<file path="config.mk">
export PLATFORM = sky130hd
export DESIGN_NAME = vc_capability_header_regs
export DESIGN_NICKNAME = d
export VERILOG_FILES = /design/src/rtl/vc_cap_pkg.sv /design/src/rtl/vc_cap_field_pack.sv /design/src/rtl/vc_capability_header_regs.sv
export SDC_FILE = /design/constraint.sdc
export NUM_CORES = 1
export LEC_CHECK = 0
export BUFFER_PORTS_ARGS = -buffer_cell sky130_fd_sc_hd__buf_4
export CELL_PAD_IN_SITES_DETAIL_PLACEMENT = 1
export CELL_PAD_IN_SITES_GLOBAL_PLACEMENT = 1
export CORE_MARGIN = 5
export CORE_UTILIZATION = 31
export CTS_BUF_LIST = sky130_fd_sc_hd__clkbuf_4 sky130_fd_sc_hd__clkbuf_8
export CTS_CLUSTER_SIZE = 30
export DETAILED_ROUTE_END_ITERATION = 12
export PLACE_DENSITY = 0.84
export SYNTH_ARGS = -nofsm -noshare
export SYNTH_HDL_FRONTEND = slang
export SYNTH_SLANG_ARGS = --single-unit
</file>
<file path="constraint.sdc">
create_clock -name pclk -period 1 [get_ports pclk]
set_input_delay 0.1 -clock pclk [delete_from_list [all_inputs] [get_ports pclk]]
set_output_delay 0.1 -clock pclk [all_outputs]
set_load 0.005 [all_outputs]
</file>
<file path="src/rtl/vc_cap_pkg.sv">
// Package for the virtual channel capability header registers
// Assumes APB with 32-bit data, one aligned word per register
package vc_cap_pkg;
    localparam logic [11:0] ADDR_HEADER          = 12'h200;
    localparam logic [11:0] ADDR_PORT_CAP_ONE    = 12'h204;
    localparam logic [11:0] ADDR_PORT_CAP_TWO    = 12'h208;
    localparam logic [11:0] ADDR_PORT_ROLE       = 12'h210;
    localparam logic [15:0] CAP_ID_VALUE         = 16'h0002;
    localparam logic [3:0]  CAP_VERSION_VALUE    = 4'h1;
    localparam logic [11:0] NEXT_PTR_RESET       = 12'h000;
    localparam int          CAP_ID_LSB           = 0;
    localparam int          CAP_VERSION_LSB      = 16;
    localparam int          NEXT_PTR_LSB         = 20;
    localparam int          EXTRA_COUNT_LSB      = 0;
    localparam int          LOW_PRIO_COUNT_LSB   = 4;
    localparam int          TIME_BASE_LSB        = 8;
    localparam int          ENTRY_SIZE_LSB       = 10;
    localparam int          ARB_CAP_LSB          = 0;
    localparam int          ARB_TABLE_OFF_LSB    = 24;
    localparam logic [2:0]  EXTRA_COUNT_VALUE    = 3'h0;
    localparam logic [2:0]  LOW_PRIO_COUNT_VALUE = 3'h0;
    localparam logic [1:0]  TIME_BASE_VALUE      = 2'h0;
    localparam logic [7:0]  ARB_CAP_VALUE        = 8'h00;
    localparam logic [7:0]  ARB_TABLE_OFF_VALUE  = 8'h00;
    // Arbitration table entry size encoding
    localparam logic [1:0]  ENTRY_ONE_BIT        = 2'h0;
    localparam logic [1:0]  ENTRY_TWO_BIT        = 2'h1;
    localparam logic [1:0]  ENTRY_FOUR_BIT       = 2'h2;
    localparam logic [1:0]  ENTRY_EIGHT_BIT      = 2'h3;
    // Channel arbitration capability bit positions
    localparam int          ARB_FIXED_RR_BIT     = 0;
    localparam int          ARB_WRR32_BIT        = 1;
    localparam int          ARB_WRR64_BIT        = 2;
    localparam int          ARB_WRR128_BIT       = 3;
    localparam logic [7:0]  ARB_CAP_DEFINED_MASK = 8'h0f;

    typedef struct packed {
        logic        sel;
        logic        enable;
        logic        write;
        logic [11:0] addr;
        logic [31:0] wdata;
    } apb_req_type;
endpackage

</file>
<file path="src/rtl/vc_cap_field_pack.sv">
// Assembles the read-only capability words from their fields
// Assumes purely combinational use by the register bank
`timescale 1ns/1ps
module vc_cap_field_pack (
    input  wire logic        upstream_port,
    input  wire logic [11:0] next_capability_pointer,
    output logic      [31:0] header_word,
    output logic      [31:0] cap_one_word,
    output logic      [31:0] cap_two_word
);
    logic [1:0] port_arb_entry_size;

    assign port_arb_entry_size = upstream_port ? vc_cap_pkg::ENTRY_FOUR_BIT
                                               : vc_cap_pkg::ENTRY_ONE_BIT; // RQ7 RQ8

    always_comb begin
        header_word = 32'h0000_0000;
        header_word[vc_cap_pkg::CAP_ID_LSB +: 16]     = vc_cap_pkg::CAP_ID_VALUE; // RQ1
        header_word[vc_cap_pkg::CAP_VERSION_LSB +: 4] = vc_cap_pkg::CAP_VERSION_VALUE; // RQ2
        header_word[vc_cap_pkg::NEXT_PTR_LSB +: 12]   = next_capability_pointer; // RQ3
        cap_one_word = 32'h0000_0000; // RQ12
        cap_one_word[vc_cap_pkg::EXTRA_COUNT_LSB +: 3]    = vc_cap_pkg::EXTRA_COUNT_VALUE; // RQ4
        cap_one_word[vc_cap_pkg::LOW_PRIO_COUNT_LSB +: 3] = vc_cap_pkg::LOW_PRIO_COUNT_VALUE; // RQ5
        cap_one_word[vc_cap_pkg::TIME_BASE_LSB +: 2]      = vc_cap_pkg::TIME_BASE_VALUE; // RQ6
        cap_one_word[vc_cap_pkg::ENTRY_SIZE_LSB +: 2]     = port_arb_entry_size; // RQ7
        cap_two_word = 32'h0000_0000; // RQ12
        cap_two_word[vc_cap_pkg::ARB_CAP_LSB +: 8] =
            vc_cap_pkg::ARB_CAP_VALUE & vc_cap_pkg::ARB_CAP_DEFINED_MASK; // RQ9 RQ10
        cap_two_word[vc_cap_pkg::ARB_TABLE_OFF_LSB +: 8] = vc_cap_pkg::ARB_TABLE_OFF_VALUE; // RQ11
    end
endmodule

</file>
<file path="src/rtl/vc_capability_header_regs.sv">
// APB register bank for the start of a switch port's VC capability structure
// Assumes an APB master on pclk; the lock input comes from the device core
//
// Contract
// RQ1: Header bits 15:0 read capability ID 0x2
// RQ2: Header bits 19:16 read version 0x1
// RQ3: Next pointer writable only under lock, resets 0
// RQ4: Extra channel count reads zero
// RQ5: Low-priority channel count reads zero
// RQ6: Arbitration time base reads zero
// RQ7: Entry size 0x2 upstream, 0x0 downstream
// RQ8: Entry size encodes 1, 2, 4, 8 bits
// RQ9: Channel arbitration capability reads zero
// RQ10: Capability bits flag schemes; 4-7 reserved
// RQ11: Arbitration table offset reads zero
// RQ12: Read-only writes ignored; reserved bits read zero
`timescale 1ns/1ps
module vc_capability_header_regs (
    input  wire logic        pclk,
    input  wire logic        presetn,
    input  wire logic        psel,
    input  wire logic        penable,
    input  wire logic        pwrite,
    input  wire logic [11:0] paddr,
    input  wire logic [31:0] pwdata,
    input  wire logic [3:0]  pstrb,
    output logic             pready,
    output logic      [31:0] prdata,
    output logic             pslverr,
    input  wire logic        config_write_lock
);
    vc_cap_pkg::apb_req_type req;
    logic [11:0] next_capability_pointer_r;
    logic        upstream_port_r;
    logic [31:0] prdata_nxt;
    logic        pslverr_nxt;
    logic [31:0] header_word;
    logic [31:0] cap_one_word;
    logic [31:0] cap_two_word;
    logic        access;
    logic        wr_access;
    logic        rd_access;
    logic        addr_mapped;

    // One assignment for the whole carrier keeps a single driver on it
    assign req = {psel, penable, pwrite, paddr, pwdata};

    assign rd_access   = req.sel && req.enable && !req.write;
    assign addr_mapped = (req.addr == vc_cap_pkg::ADDR_HEADER)
                      || (req.addr == vc_cap_pkg::ADDR_PORT_CAP_ONE)
                      || (req.addr == vc_cap_pkg::ADDR_PORT_CAP_TWO)
                      || (req.addr == vc_cap_pkg::ADDR_PORT_ROLE);

    assign access    = req.sel && !req.enable;
    assign wr_access = req.sel && req.enable && req.write;
    // Zero-wait-state slave
    assign pready    = 1'b1;

    vc_cap_field_pack u_pack (
        .upstream_port           (upstream_port_r),
        .next_capability_pointer (next_capability_pointer_r),
        .header_word             (header_word),
        .cap_one_word            (cap_one_word),
        .cap_two_word            (cap_two_word)
    );

    // Next pointer: lock-gated, byte lanes honoured
    always_ff @(posedge pclk or negedge presetn) begin
        if (!presetn) begin
            next_capability_pointer_r <= vc_cap_pkg::NEXT_PTR_RESET; // RQ3
        end else if (wr_access && config_write_lock
                     && req.addr == vc_cap_pkg::ADDR_HEADER) begin
            if (pstrb[2]) begin
                next_capability_pointer_r[3:0] <= req.wdata[23:20]; // RQ3
            end
            if (pstrb[3]) begin
                next_capability_pointer_r[11:4] <= req.wdata[31:24]; // RQ3
            end
        end
    end

    // Port role: set when this instance serves the upstream port
    always_ff @(posedge pclk or negedge presetn) begin
        if (!presetn) begin
            upstream_port_r <= 1'b0;
        end else if (wr_access && req.addr == vc_cap_pkg::ADDR_PORT_ROLE && pstrb[0]) begin
            upstream_port_r <= req.wdata[0];
        end
    end

    // Read data and error decode, registered at setup
    always_comb begin
        prdata_nxt  = 32'h0000_0000;
        pslverr_nxt = 1'b0;
        case (req.addr)
            vc_cap_pkg::ADDR_HEADER:       prdata_nxt = header_word;
            vc_cap_pkg::ADDR_PORT_CAP_ONE: prdata_nxt = cap_one_word;
            vc_cap_pkg::ADDR_PORT_CAP_TWO: prdata_nxt = cap_two_word;
            vc_cap_pkg::ADDR_PORT_ROLE:    prdata_nxt = {31'h0, upstream_port_r};
            default:                       pslverr_nxt = 1'b1;
        endcase
        if (req.write) begin
            prdata_nxt = 32'h0000_0000; // RQ12
        end
    end

    always_ff @(posedge pclk or negedge presetn) begin
        if (!presetn) begin
            prdata <= 32'h0000_0000;
        end else if (access) begin
            prdata <= prdata_nxt;
        end
    end

    always_ff @(posedge pclk or negedge presetn) begin
        if (!presetn) begin
            pslverr <= 1'b0;
        end else if (access) begin
            pslverr <= pslverr_nxt;
        end else if (!req.sel) begin
            pslverr <= 1'b0;
        end
    end

    hdr_id_a: assert property (@(posedge pclk) disable iff (!presetn)
        rd_access && paddr == vc_cap_pkg::ADDR_HEADER |-> prdata[15:0] == 16'h0002) // RQ1
        else $error("capability id wrong");
    hdr_ptr_read_a: assert property (@(posedge pclk) disable iff (!presetn)
        rd_access && paddr == vc_cap_pkg::ADDR_HEADER
        |-> prdata[31:20] == next_capability_pointer_r) // RQ3
        else $error("pointer read back wrong");
    ptr_other_addr_a: assert property (@(posedge pclk) disable iff (!presetn)
        wr_access && paddr != vc_cap_pkg::ADDR_HEADER
        |=> $stable(next_capability_pointer_r)) // RQ3
        else $error("pointer changed by other address");
    arb_cap_reserved_a: assert property (@(posedge pclk) disable iff (!presetn)
        rd_access && paddr == vc_cap_pkg::ADDR_PORT_CAP_TWO
        |-> prdata[7:4] == 4'h0) // RQ10
        else $error("reserved arbitration bits set");
    unmapped_err_a: assert property (@(posedge pclk) disable iff (!presetn)
        psel && penable && !addr_mapped |-> pslverr && prdata == 32'h0000_0000) // RQ12
        else $error("unmapped access not flagged");
    mapped_ok_a: assert property (@(posedge pclk) disable iff (!presetn)
        psel && penable && addr_mapped |-> !pslverr) // RQ12
        else $error("mapped access flagged");
    write_rdata_a: assert property (@(posedge pclk) disable iff (!presetn)
        psel && penable && pwrite |-> prdata == 32'h0000_0000) // RQ12
        else $error("write returned data");
    idle_err_a: assert property (@(posedge pclk) disable iff (!presetn)
        !psel |=> !pslverr)
        else $error("error flag left standing");
    role_write_a: assert property (@(posedge pclk) disable iff (!presetn)
        wr_access && paddr == vc_cap_pkg::ADDR_PORT_ROLE && pstrb[0]
        |=> upstream_port_r == $past(pwdata[0])) // RQ7
        else $error("port role write lost");
    hdr_version_a: assert property (@(posedge pclk) disable iff (!presetn)
        psel && penable && !pwrite && paddr == 12'h200 |-> prdata[19:16] == 4'h1) // RQ2
        else $error("version field wrong");
    ptr_locked_a: assert property (@(posedge pclk) disable iff (!presetn)
        psel && penable && pwrite && !config_write_lock
        |=> $stable(next_capability_pointer_r)) // RQ3
        else $error("pointer changed without lock");
    ptr_write_a: assert property (@(posedge pclk) disable iff (!presetn)
        psel && penable && pwrite && config_write_lock && paddr == 12'h200 && pstrb == 4'hf
        |=> next_capability_pointer_r == $past(pwdata[31:20])) // RQ3
        else $error("pointer write lost");
    counts_zero_a: assert property (@(posedge pclk) disable iff (!presetn)
        rd_access && paddr == vc_cap_pkg::ADDR_PORT_CAP_ONE
        |-> prdata[9:0] == 10'h000) // RQ4 RQ5 RQ6
        else $error("count or time base nonzero");
    entry_size_a: assert property (@(posedge pclk) disable iff (!presetn)
        psel && penable && !pwrite && paddr == 12'h204
        |-> prdata[11:10] == (upstream_port_r ? 2'h2 : 2'h0)) // RQ7 RQ8
        else $error("entry size wrong for port role");
    cap_two_a: assert property (@(posedge pclk) disable iff (!presetn)
        psel && penable && !pwrite && paddr == 12'h208 |-> prdata == 32'h0) // RQ9 RQ10 RQ11
        else $error("second capability word nonzero");
    reserved_zero_a: assert property (@(posedge pclk) disable iff (!presetn)
        psel && penable && !pwrite && paddr == 12'h204 |-> prdata[31:12] == 20'h0
        && prdata[7] == 1'b0 && prdata[3] == 1'b0) // RQ12
        else $error("reserved bits nonzero");

    read_hdr_c: cover property (@(posedge pclk) psel && penable && !pwrite && paddr == 12'h200);
    locked_wr_c: cover property (@(posedge pclk) psel && penable && pwrite && config_write_lock);
    upstream_c: cover property (@(posedge pclk) upstream_port_r && psel && paddr == 12'h204);
    bad_addr_c: cover property (@(posedge pclk) psel && penable && pslverr);
endmodule

</file>
# Yosys cells after proc, flatten, opt, wreduce, memory -nomap -nowiden

Cells that the tools add are included.

Equal/unequal tests: 5
Mux-type cells: 6
Reductions and logical operators: 11

Operators with widths:

| operator             | count |
|---|---|
| $pmux 32 s3          | 1 |
| $eq 12x10->1 const B | 4 |
| $mux 32              | 1 |
| $logic_and 1x1->1    | 7 |
| $reduce_and 2->1     | 2 |
| $reduce_or 4->1      | 1 |
| $mux 1               | 3 |
| $mux 2               | 1 |
| $ne 2x1->1 const B   | 1 |
| $logic_not 1->1      | 1 |

Register bits after elaboration: 46
Input port bits: 54
Output and inout port bits: 34
Word-level logic and storage cells: 27

# Longest topological paths before layout

Gate-level depths: netlist (run 1).

Depth in word-level cells: 5
Depth in mapped cells: 6
Mapped depth without buffers: 4

# By module

From an unflattened synthesis (run 1), not the netlist that was laid out.

Cells, all modules: 329
Area, all modules: 3218.1 µm²

Modules (own cells, without submodules):

| module                    | instances | cells an instance | area each (µm²) | seq. area each (µm²) |
|---|---|---|---|---|
| vc_capability_header_regs | 1         | 231               | 2489.9          | 1151.1 |
| vc_cap_field_pack         | 1         | 98                | 728.2           | 0.0 |

# Worst setup path after synthesis (run 1)

No wires, ideal clock.

Path type: input -> register
Start point: input port paddr[8]
End point: register next_capability_pointer_r[10]
Setup time: 125 ps
Arrival time: 1557 ps
Required time: 875 ps
Setup slack: -682 ps
Cell stages on the path: 5
Buffers on the path: 1
Cells stage by stage: or4b_1 -> and4bb_2 -> and4_1 -> buf_6 -> mux2_2

Word-level cells in the longest chain between the ends: 3

RTL lines:

| what                       | RTL line                        | source |
|---|---|---|
| from (decl)                | vc_capability_header_regs.sv:24 | `input wire logic [11:0] paddr,` |
| $eq 12x10->1               | vc_capability_header_regs.sv:72 | `&& req.addr == vc_cap_pkg::ADDR_HEADER) begin` |
| $logic_and 1x1->1          | vc_capability_header_regs.sv:72 |  |
| $reduce_and 2->1 (no line) | n/a                             |  |
| to (signal assigned)       | vc_capability_header_regs.sv:70 | `next_capability_pointer_r <= vc_cap_pkg::NEXT_PTR_RESET;` |
| to (signal assigned)       | vc_capability_header_regs.sv:77 | `next_capability_pointer_r[11:4] <= req.wdata[31:24];` |
| to (decl)                  | vc_capability_header_regs.sv:33 | `logic [11:0] next_capability_pointer_r;` |

No other way between the ends.
A chain may end at the register's enable or synchronous reset.

# Worst setup path after layout (run 1)

Start point: input port paddr[10]
End point: register next_capability_pointer_r[10]

The elaborated chain is that of the path after synthesis.

==> results.md, run 1 <==
- Clock slew at reported path FFs: approximately 0.060 ns
- F_max: 665 MHz
- Startpoint types: input pin
- Post-Synthesis Mean Instance Area: ~13 µm²
- DPL Wire Length: 2920 µm
- Unrepaired setup endpoints after global routing: yes
- Initial antenna violation count: 0
- P_leak: 1.09 nW
- Synthesized area: 1340 µm²
- Failing checks: negative setup slack
- Grt total ovfl: 0
- Post-Place Cells: 208
- Layout cells sized above 1: 0.624
- Sequential element share of the synthesized area: 0.543
- Die Area: 5730 µm²
- Per-cell routed wire length: approximately 17 µm
- Clk buf depth: 2
- Number of core rows: 23
- Gr usage total: 0.148
- Status: finished with violations
- CP Max Fanout: 8
- Design internal power: 1.87 mW
- Port Buffers: 50
- HP Class: input pin to flip-flop
- Final Max Tran Viols: 0
- Switching share of total power: 0.219
- Data required, critical path: 1.16 ns
- Final hold violations: 0
- Crit path kind: input pin to flip-flop
- EDFF count, synth: 0
- Async SR Flop Fraction: 1.00
- Placeable Area: 4090 µm²
- Worst endpoint data arrival time: 1.66 ns
- Netlist cell types: 28
- Initial core utilization: 0.327
- Post-Place Worst Slack: -0.836 ns
- First-pass GRT wire length: 6030 µm
- Nets@finish: 224
- Detailed Routing Iterations Pass 1: 4
- # diodes: 0
- Switching power: 0.525 mW
- DR vias/cell: 4.76
- Clock Power Share: 0.411
- Total routed wirelength: 3840 µm
- DRC Markers: 0
- Largest net degree at the start of global routing: 30
- CTS tree: built
- Post-Syn Instances: between 100 and 150
- Clock Latency Late Sink: 0.28 ns
- CTS Buf Count: 5
- Pwr dens: between 1000 and 1500 nW/µm²
- Routed Antenna Nets: 0
- Vias: 1048
- P&R area growth vs syn: 52.1%
- IO Count: 88
- Max Cap Viol: 0
- Worst VDD drop: approximately 0.42 mV
- Part of the power in registers: 0.492
- Die span in y: 75.7 µm
- Setup violators final: 29
- Root Buffer: clkbuf_8
- Number of global-route vias before repair: 1193
- Syn. warnings: 0
- Final GP Congestion: 0.755
- Sinks on Clock Net: 29
- CTS H-tree lvls: 2
- Final period util: 1.50
- Synth Register Bits: 29
- Initial DRC count: 39
- Most used DFF post-synth: dfrtp_1
- Die X-Extent: 75.7 µm
- Final setup skew: 0.00642 ns
- Period minus WS final: 1.50 ns
- Combinational share of power: 0.097
- Crit. End Element: flip-flop
- Fin cells: 220
- Final WS setup: -0.503 ns
[per-layer routing]
metal | routed length, µm | GRT usage | part of all wire | up-vias
met4 | 106 | 0.0718 | 0.028 | 0
met5 | 0 | 0 | 0 | -
li1 | - | - | - | 473
met1 | 1490 | 0.169 | 0.39 | 508
met3 | 333 | 0.0501 | 0.087 | 11
met2 | 1910 | 0.246 | 0.50 | 56
[final timing paths]
check                      slack [ns]                                       from                                   endpoint  depth (start not counted)
max in group asynchronous        0.45                                    presetn                     prdata[20]$_DFFE_PN0P_                          2
max reg2reg                      0.20  next_capability_pointer_r[11]$_DFFE_PN0P_  next_capability_pointer_r[11]$_DFFE_PN0P_                          1
min reg2reg                      0.49                      prdata[0]$_DFFE_PN0P_                      prdata[0]$_DFFE_PN0P_                          2
max                             -0.50                                  paddr[10]  next_capability_pointer_r[10]$_DFFE_PN0P_                          6
min in group asynchronous        0.28                                    presetn   next_capability_pointer_r[9]$_DFFE_PN0P_                          2
min                              0.06                                  pwdata[0]                upstream_port_r$_DFFE_PN0P_                          2
[cells in the mapped netlist, drive strengths merged (2+ instances only)]
cell	n	share of area
buf	20	0.12
or2	2	0.0094
mux2	13	0.11
clkbuf	2	0.0056
dfrtp	29	0.54
o21ai	2	0.0075
nor3	2	0.0075
nand2	4	0.011
and3	3	0.015
and4	2	0.013
a22o	12	0.087
conb	2	0.0056
[layout make-up]
| type | count | area, µm² |
|---|---|---|
| fillers | 443 | 2050 |
| clock buffers | 7 | 90.1 |
| inverters | 1 | 3.75 |
| multi-input cells | 70 | 653 |
| well taps | 50 | 62.6 |
| flip-flops and latches | 29 | 726 |
| repair buffers | 63 | 499 |
[through the flow]
step	utilization	power (mW)	instance area, µm²	hold slack, ns	TNS [ns]
floorplan	-	1.29	1440	-0.196	-12.57
global placement	0.438	1.41	1790	0.0242	-19.68
detailed placement	0.438	1.41	1790	0.0401	-20.89
CTS	0.491	2.44	2000	0.0387	-11.53
global route	0.498	2.52	2030	0.0409	-12.38
finish	0.498	2.40	2030	0.0557	-11.24
[placed cells by master (no fill, tap or decap), drive strengths merged, types with 2 or more instances in the layout]
cell / n
a22o: 12
or2: 2
buf: 62
o21ai: 2
nand2: 4
conb: 17
nor3: 2
clkbuf: 7
dfrtp: 29
and3: 4
mux2: 13
and4: 2
[timing repair]
item                       in CTS  in global routing
gates resized for setup        19                  3
setup endpoints to repair      29                 29
buffers inserted                2                  1
hold buffers                    1                  0
pin swaps                       6                  1
hold endpoints to repair       29                  0
cloned                          1                  0
[kinds of logic (layout without fill, tap and decap cells)]
family                 after synthesis  count (layout)  share of synthesized area
other                                2              17                    0.00561
AOI/OAI and AO/OA                   18              18                      0.116
muxes                               13              13                      0.109
and+or+nand+nor                     21              22                      0.100
DFF                                 29              29                      0.543
buffers and inverters               23              71                      0.126
[sequential cells by signal, summed over array words and instances (netlist names)]
signal                     cells
next_capability_pointer_r     12
prdata                        15
pslverr                        1
upstream_port_r                1
[power groups by stage]
stage          registers (mW)  logic [mW]  clock network, mW
2_1_floorplan            1.20      0.0949                  0
3_3_place_gp             1.20       0.206                  0
3_5_place_dp             1.20       0.214                  0
4_1_cts                  1.18       0.231               1.04
5_1_grt                  1.18       0.257               1.09
6_report                 1.18       0.232              0.986
[worst max-delay path, stage by stage]
cell,delay [ns]
buf_6,0.09
or4b_4,0.52
and4bb_2,0.31
and4_4,0.22
buf_12,0.13
mux2_4,0.30
(Power assumes the default switching activity.)
==> inputs of run 2 (changes only) <==
CAP_MARGIN = 10   (was not set)
CORE_ASPECT_RATIO = 2   (was not set)
CORE_UTILIZATION = 34   (was 31)
PLACE_DENSITY = 0.91   (was 0.84)
clock period = 1.91 ns   (was 1 ns; I/O delays follow)
==> run 2 against run 1 <==
Net effect:
- the flow now finishes without violations
- setup slack improved by 0.69 ns
- routed wire length decreased by 12%
- clock skew decreased by 0.0027 ns
- cell count decreased by 3.6%
- flip-flop and latch count unchanged
- sequential share of layout area increased by 4.7 points
- global-route usage decreased by 0.84 points
- cell area decreased by 12%
- clock power decreased by 52%
==> results.md, run 2 (synthesized netlist as in run 1, its figures left out) <==
- Status: completed
- Sinks on Clock Net: 29
- Setup violators final: 0
- Max Cap Viol: 0
- Number of global-route vias before repair: 1194
- Final GP Congestion: 0.748
- Max reg flops: 15
- CTS tree: built
- P_leak: ~0.96 nW
- Biggest registers after layout: prdata: 15 flops, next_capability_pointer_r: 12 flops
- Commonest non-fill, non-tap cell in the layout: buf_4
- Clock Latency Late Sink: approximately 0.27 ns
- # diodes: 0
- Nets@finish: 214
- Worst endpoint data arrival time: 1.87 ns
- Clk buf depth: 2
- CP cell instances: buf_4, or4b_1, and4bb_2, and4_1, buf_12, mux2_2
- Period minus WS final: 1.72 ns
- Switching share of total power: 0.228
- Final hold slack: 0.124 ns
- Largest net degree at the start of global routing: 30
- Unrepaired setup endpoints after global routing: no
- Clock slew at reported path FFs: 0.07 ns
- CTS H-tree lvls: 2
- Biggest register: prdata
- Total power: 1.19 mW
- Worst path bufs/invs: 2
- Combinational share of power: 0.085
- Largest delay contributor family on the critical path: simple AND/OR/NAND/NOR gates
- Layout cells sized above 1: 0.553
- Hold path depth: 2
- Most frequent cells in the layout: buf_4 (52), dfrtp_1 (29), conb_1 (17)
- Initial DRC count: 15
- CTS Buf Count: 5
- Crit path kind: input pin to flip-flop
- Worst VDD drop: 0.307 mV
- IO Count: 88
- HP Class: input pin to flip-flop
- FF-to-FF path depth: 2
- Final period util: 0.903
- F_max: 580 MHz
- Initial core utilization: 0.348
- Switching power: 0.272 mW
- Placeable Area: between 3000 and 4000 µm²
- CP Max Fanout: 8
- GRT met2 Usage: 0.255
- Pwr dens: 662 nW/µm²
- Die Area: 5360 µm²
- Part of the power in registers: 0.518
- Die span in y: 98.7 µm
- Routed Antenna Nets: 0
- GRT met3 Usage: 0.0439
- Design internal power: 0.920 mW
- Number of core rows: 32
- Clock Power Share: 0.398
- Levels on crit path: 6
- Final Max Tran Viols: 0
- Grt total ovfl: 0
- DRC Markers: 0
- DPL Wire Length: 2810 µm
- Fillcell total: 460
- Resized cells post-CTS: 0
- Total routed wirelength: 3390 µm
- Detailed Routing Iterations Pass 1: 4
- Met1 global-route usage: 0.126
- Final hold violations: 0
- Initial antenna violation count: 0
- First-pass GRT wire length: 5460 µm
- Die X-Extent: 54.4 µm
- Final setup skew: about 0.0037 ns
- Root Buffer: clkbuf_8
- Port Buffers: 50
- P&R area growth vs syn: 34.5%
- Crit. End Element: flip-flop
- Per-cell routed wire length: 16.0 µm
- Busiest grt layer: met2
- CP max stage delay: about 0.54 ns
- DR vias/cell: 4.67
- Data required, critical path: 2.06 ns
- Startpoint types: input pin
- Vias: slightly below 1k
- Worst path slowest cell: or4b_1
- Gr usage total: 0.139
## run 2: final cells by class
| cell class | instances | area, µm² | share of cell area |
|---|---|---|---|
| Sequential cell | 29 | 726 | 0.403 |
| Multi-Input combinational cell | 69 | 499 | 0.277 |
| Timing Repair Buffer | 54 | 420 | 0.234 |
| Clock buffer | 5 | 68.8 | 0.0382 |
| Tap cell | 51 | 63.8 | 0.0355 |
| Clock inverter | 3 | 17.5 | 0.00974 |
| Inverter | 1 | 3.75 | 0.00209 |
## run 2: timing repair
action	CTS	global route
setup buffers	0	0
hold buffers	1	0
hold endpoints to repair	29	0
## run 2: routing by layer
layer | vias to the layer above | wire (µm)
met2 | 51 | 1970
li1 | 451 | -
met3 | 11 | 261
met5 | - | 0
met1 | 478 | 1060
met4 | 0 | 97
## run 2: worst register-to-register path, cell delays in order (launching register included)
cell	delay [ns]
dfrtp_1	0.34
nand2_1	0.07
o41ai_1	0.31
## run 2: worst paths after layout
| kind | startpoint | end | slack, ns |
|---|---|---|---|
| min in group asynchronous | presetn | prdata[30]$_DFFE_PN0P_ | 0.37 |
| max in group asynchronous | presetn | prdata[16]$_DFFE_PN0P_ | 1.27 |
| min reg2reg | prdata[0]$_DFFE_PN0P_ | prdata[0]$_DFFE_PN0P_ | 0.49 |
| max reg2reg | upstream_port_r$_DFFE_PN0P_ | prdata[0]$_DFFE_PN0P_ | 1.09 |
| min | pwrite | prdata[0]$_DFFE_PN0P_ | 0.12 |
| max | paddr[8] | next_capability_pointer_r[8]$_DFFE_PN0P_ | 0.19 |
## run 2: metrics by stage
| step | setup WS [ns] | instances | TNS [ns] | utilization | area (µm²) |
|---|---|---|---|---|---|
| 6_report | 0.186 | 212 | 0 | 0.468 | 1800 |
| 5_1_grt | 0.141 | 212 | 0 | 0.468 | 1800 |
| 4_1_cts | 0.177 | 212 | 0 | 0.468 | 1800 |
| 3_5_place_dp | -0.111 | 203 | -0.892 | 0.443 | 1700 |
| 3_3_place_gp | -0.0507 | 203 | -0.396 | 0.443 | 1700 |
| 2_1_floorplan | 0.137 | 121 | 0 | - | 1390 |
## run 2: power by group through the flow
stage / registers, mW / logic, mW / clock network, mW
global route: 0.617 / 0.113 / 0.521
CTS: 0.617 / 0.101 / 0.490
floorplan: 0.628 / 0.0483 / 0
global placement: 0.628 / 0.0934 / 0
detailed placement: 0.628 / 0.0992 / 0
finish: 0.617 / 0.101 / 0.474
==> inputs of run 3 (changes only) <==
--- a/config.mk
+++ b/config.mk
@@ -21 +21,2 @@
 export SYNTH_SLANG_ARGS = --single-unit
+export TNS_END_PERCENT = 10
==> constraint.sdc (replaced) <==
create_clock -name pclk -period 1.91 [get_ports pclk]
set_input_delay 0 -clock pclk [delete_from_list [all_inputs] [get_ports pclk]]
set_output_delay 0 -clock pclk [all_outputs]
set_load 0.005 [all_outputs]
==> run 3 against run 2 <==
Net effect:
- total power grew 5.1%
- first-iteration DRC count increased by 40%
- clock-buffer cell count is 2 higher
- die area is the same
- setup slack improved by 0.19 ns
- sequential power about the same
- largest cell class unchanged
- largest power group unchanged
==> results.md, run 3 (synthesized netlist as in run 1, its figures left out) <==
- Cts-stage hold buffer count: 17
- Final GP Congestion: 0.724
- Status: completed
- Data required, critical path: between 2 and 2.5 ns
- Number of core rows: 32
- Sinks on Clock Net: 29
- Grt total ovfl: 0
- Largest delay contributor family on the critical path: simple AND/OR/NAND/NOR gates
- Die X-Extent: around 54 µm
- Startpoint types: input pin
- Cell area after layout: between 1500 and 2000 µm²
- Biggest register: prdata
- Setup violators final: 0
- Detailed Routing Iterations Pass 1: 4
- F_max: between 600 and 700 MHz
- CTS Buf Count: 5
- Die span in y: slightly below 100 µm
- Vias: 1044
- Setup TNS: 0 ns
- First-pass GRT wire length: 5780 µm
- Layout cells sized above 1: 0.500
- Final setup skew: 0.00148 ns
- Switching power: between 0.2 and 0.3 mW
- IO Count: 88
- Total routed wirelength: around 3500 µm
- CP max stage delay: 0.55 ns
- Max reg flops: 15
- Design internal power: 0.991 mW
- Hold path start: paddr[3]
- Most frequent cells in the layout: buf_4 (52), dfrtp_1 (29), conb_1 (17), dlygate4sd3_1 (17), mux2_2 (13)
- CP cell instances: buf_4, or4b_1, and4bb_2, and4_1, buf_12, mux2_2
- Final hold violations: 0
- Initial core utilization: 0.348
- RR Endpoint: pslverr$_DFFE_PN0P_
- Worst VDD drop: between 0.4 and 0.5 mV
- Post-CTS Repair Setup Buffers: 0
- Largest net degree at the start of global routing: 30
- Biggest registers after layout: prdata: 15 flops, next_capability_pointer_r: 12 flops
- Worst path bufs/invs: 2
- CP Max Fanout: 8
- Hold path depth: 3
- Commonest non-fill, non-tap cell in the layout: buf_4
- Reg2Reg Setup Slack: 0.59 ns
- Placeable Area: 3840 µm²
- Nets@finish: 230
- Die Area: about 5400 µm²
- CTS tree: built
- # diodes: 0
- Gr usage total: 0.150
- Unrepaired setup endpoints after global routing: no
- Part of the power in registers: 0.493
- Root Buffer: clkbuf_8
- Worst endpoint data arrival time: 1.69 ns
- P_leak: 1.03 nW
- Final period util: 0.804
- Crit. End Element: flip-flop
- Fillcell total: 448
- Placed Area: 1700 µm²
- HP Class: input pin to flip-flop
- Hold endpoint: prdata[11]$_DFFE_PN0P_
- Period minus WS final: about 1.5 ns
- Initial antenna violation count: 0
- CTS H-tree lvls: 2
- Combinational share of power: 0.103
- Clk buf depth: 2
- Number of global-route vias before repair: 1249
- Port Buffers: 50
- FF-to-FF path depth: 3
- DPL Wire Length: 2640 µm
- Pwr dens: 638 nW/µm²
- Switching share of total power: 0.209
- Initial DRC count: 21
- Routed Antenna Nets: 0
- Worst path slowest cell: or4b_1
- DR vias/cell: 4.60
- Per-cell routed wire length: 15.6 µm
- Finished Core Util: 0.511
- Clock Latency Late Sink: 0.28 ns
- Resized cells post-CTS: 0
- P&R area growth vs syn: 46.8%
- Clock Power Share: 0.404
- R2r startpoint: pslverr$_DFFE_PN0P_
- DRC Markers: 0
- Max Cap Viol: 0
- Final Max Tran Viols: 0
- Clock slew at reported path FFs: approximately 0.05 ns
- Crit path kind: input pin to flip-flop
==> run 3: cell types whose count changed in the layout (fill, tap and decap cells not counted) <==
cell	change
clkinv_2	-2
clkbuf_4	+1
clkbuf_8	+1
clkinvlp_4	-1
dlygate4sd3_1	+16
==> run 3: layer usage <==
metal / wire (µm) / up-vias / GRT usage
li1: - / 479 / -
met1: 1170 / 507 / 0.137
met2: 2040 / 47 / 0.269
met3: 206 / 11 / 0.0484
met4: 123 / 0 / 0.0825
met5: 0 / - / 0
==> run 3: final cells by class <==
| class | instances | area (µm²) | area share |
|---|---|---|---|
| inverters | 1 | 3.75 | 0.00191 |
| multi-input cells | 69 | 499 | 0.254 |
| repair buffers | 70 | 581 | 0.296 |
| flip-flops and latches | 29 | 726 | 0.370 |
| clock buffers | 7 | 90.1 | 0.0459 |
| well taps | 51 | 63.8 | 0.0325 |
==> run 3: power by group through the flow <==
stage | Sequential [mW] | Combinational, mW | Clock (mW)
2_1_floorplan | 0.628 | 0.0483 | 0
4_1_cts | 0.617 | 0.127 | 0.522
5_1_grt | 0.617 | 0.143 | 0.561
6_report | 0.617 | 0.129 | 0.506
3_5_place_dp | 0.628 | 0.0991 | 0
3_3_place_gp | 0.628 | 0.0932 | 0
==> run 3: how the worst max path moves through the flow <==
stage	startpoint	depth (start not counted)	endpoint
final	paddr[8]	6	next_capability_pointer_r[6]$_DFFE_PN0P_
after global routing	psel	7	prdata[25]$_DFFE_PN0P_
after CTS	paddr[8]	6	next_capability_pointer_r[6]$_DFFE_PN0P_
after detailed placement	paddr[8]	6	next_capability_pointer_r[8]$_DFFE_PN0P_
after global placement	paddr[8]	6	next_capability_pointer_r[10]$_DFFE_PN0P_
after floorplan	paddr[8]	5	next_capability_pointer_r[10]$_DFFE_PN0P_
==> run 3: per-stage QoR <==
stage / worst slack [ns] / std cells / total power, mW / hold WS (ns)
finish: 0.373 / 227 / 1.25 / 0.0133
global placement: 0.136 / 203 / 0.721 / -0.0728
global route: 0.329 / 227 / 1.32 / 0.0229
floorplan: 0.328 / 121 / 0.676 / -0.296
detailed placement: 0.0949 / 203 / 0.727 / -0.0576
CTS: 0.383 / 227 / 1.27 / 0.00818
==> run 3: tightest hold or removal path: stages <==
cell and delay (ns):
buf_4 0.09, nand3b_1 0.09, o21ai_0 0.06
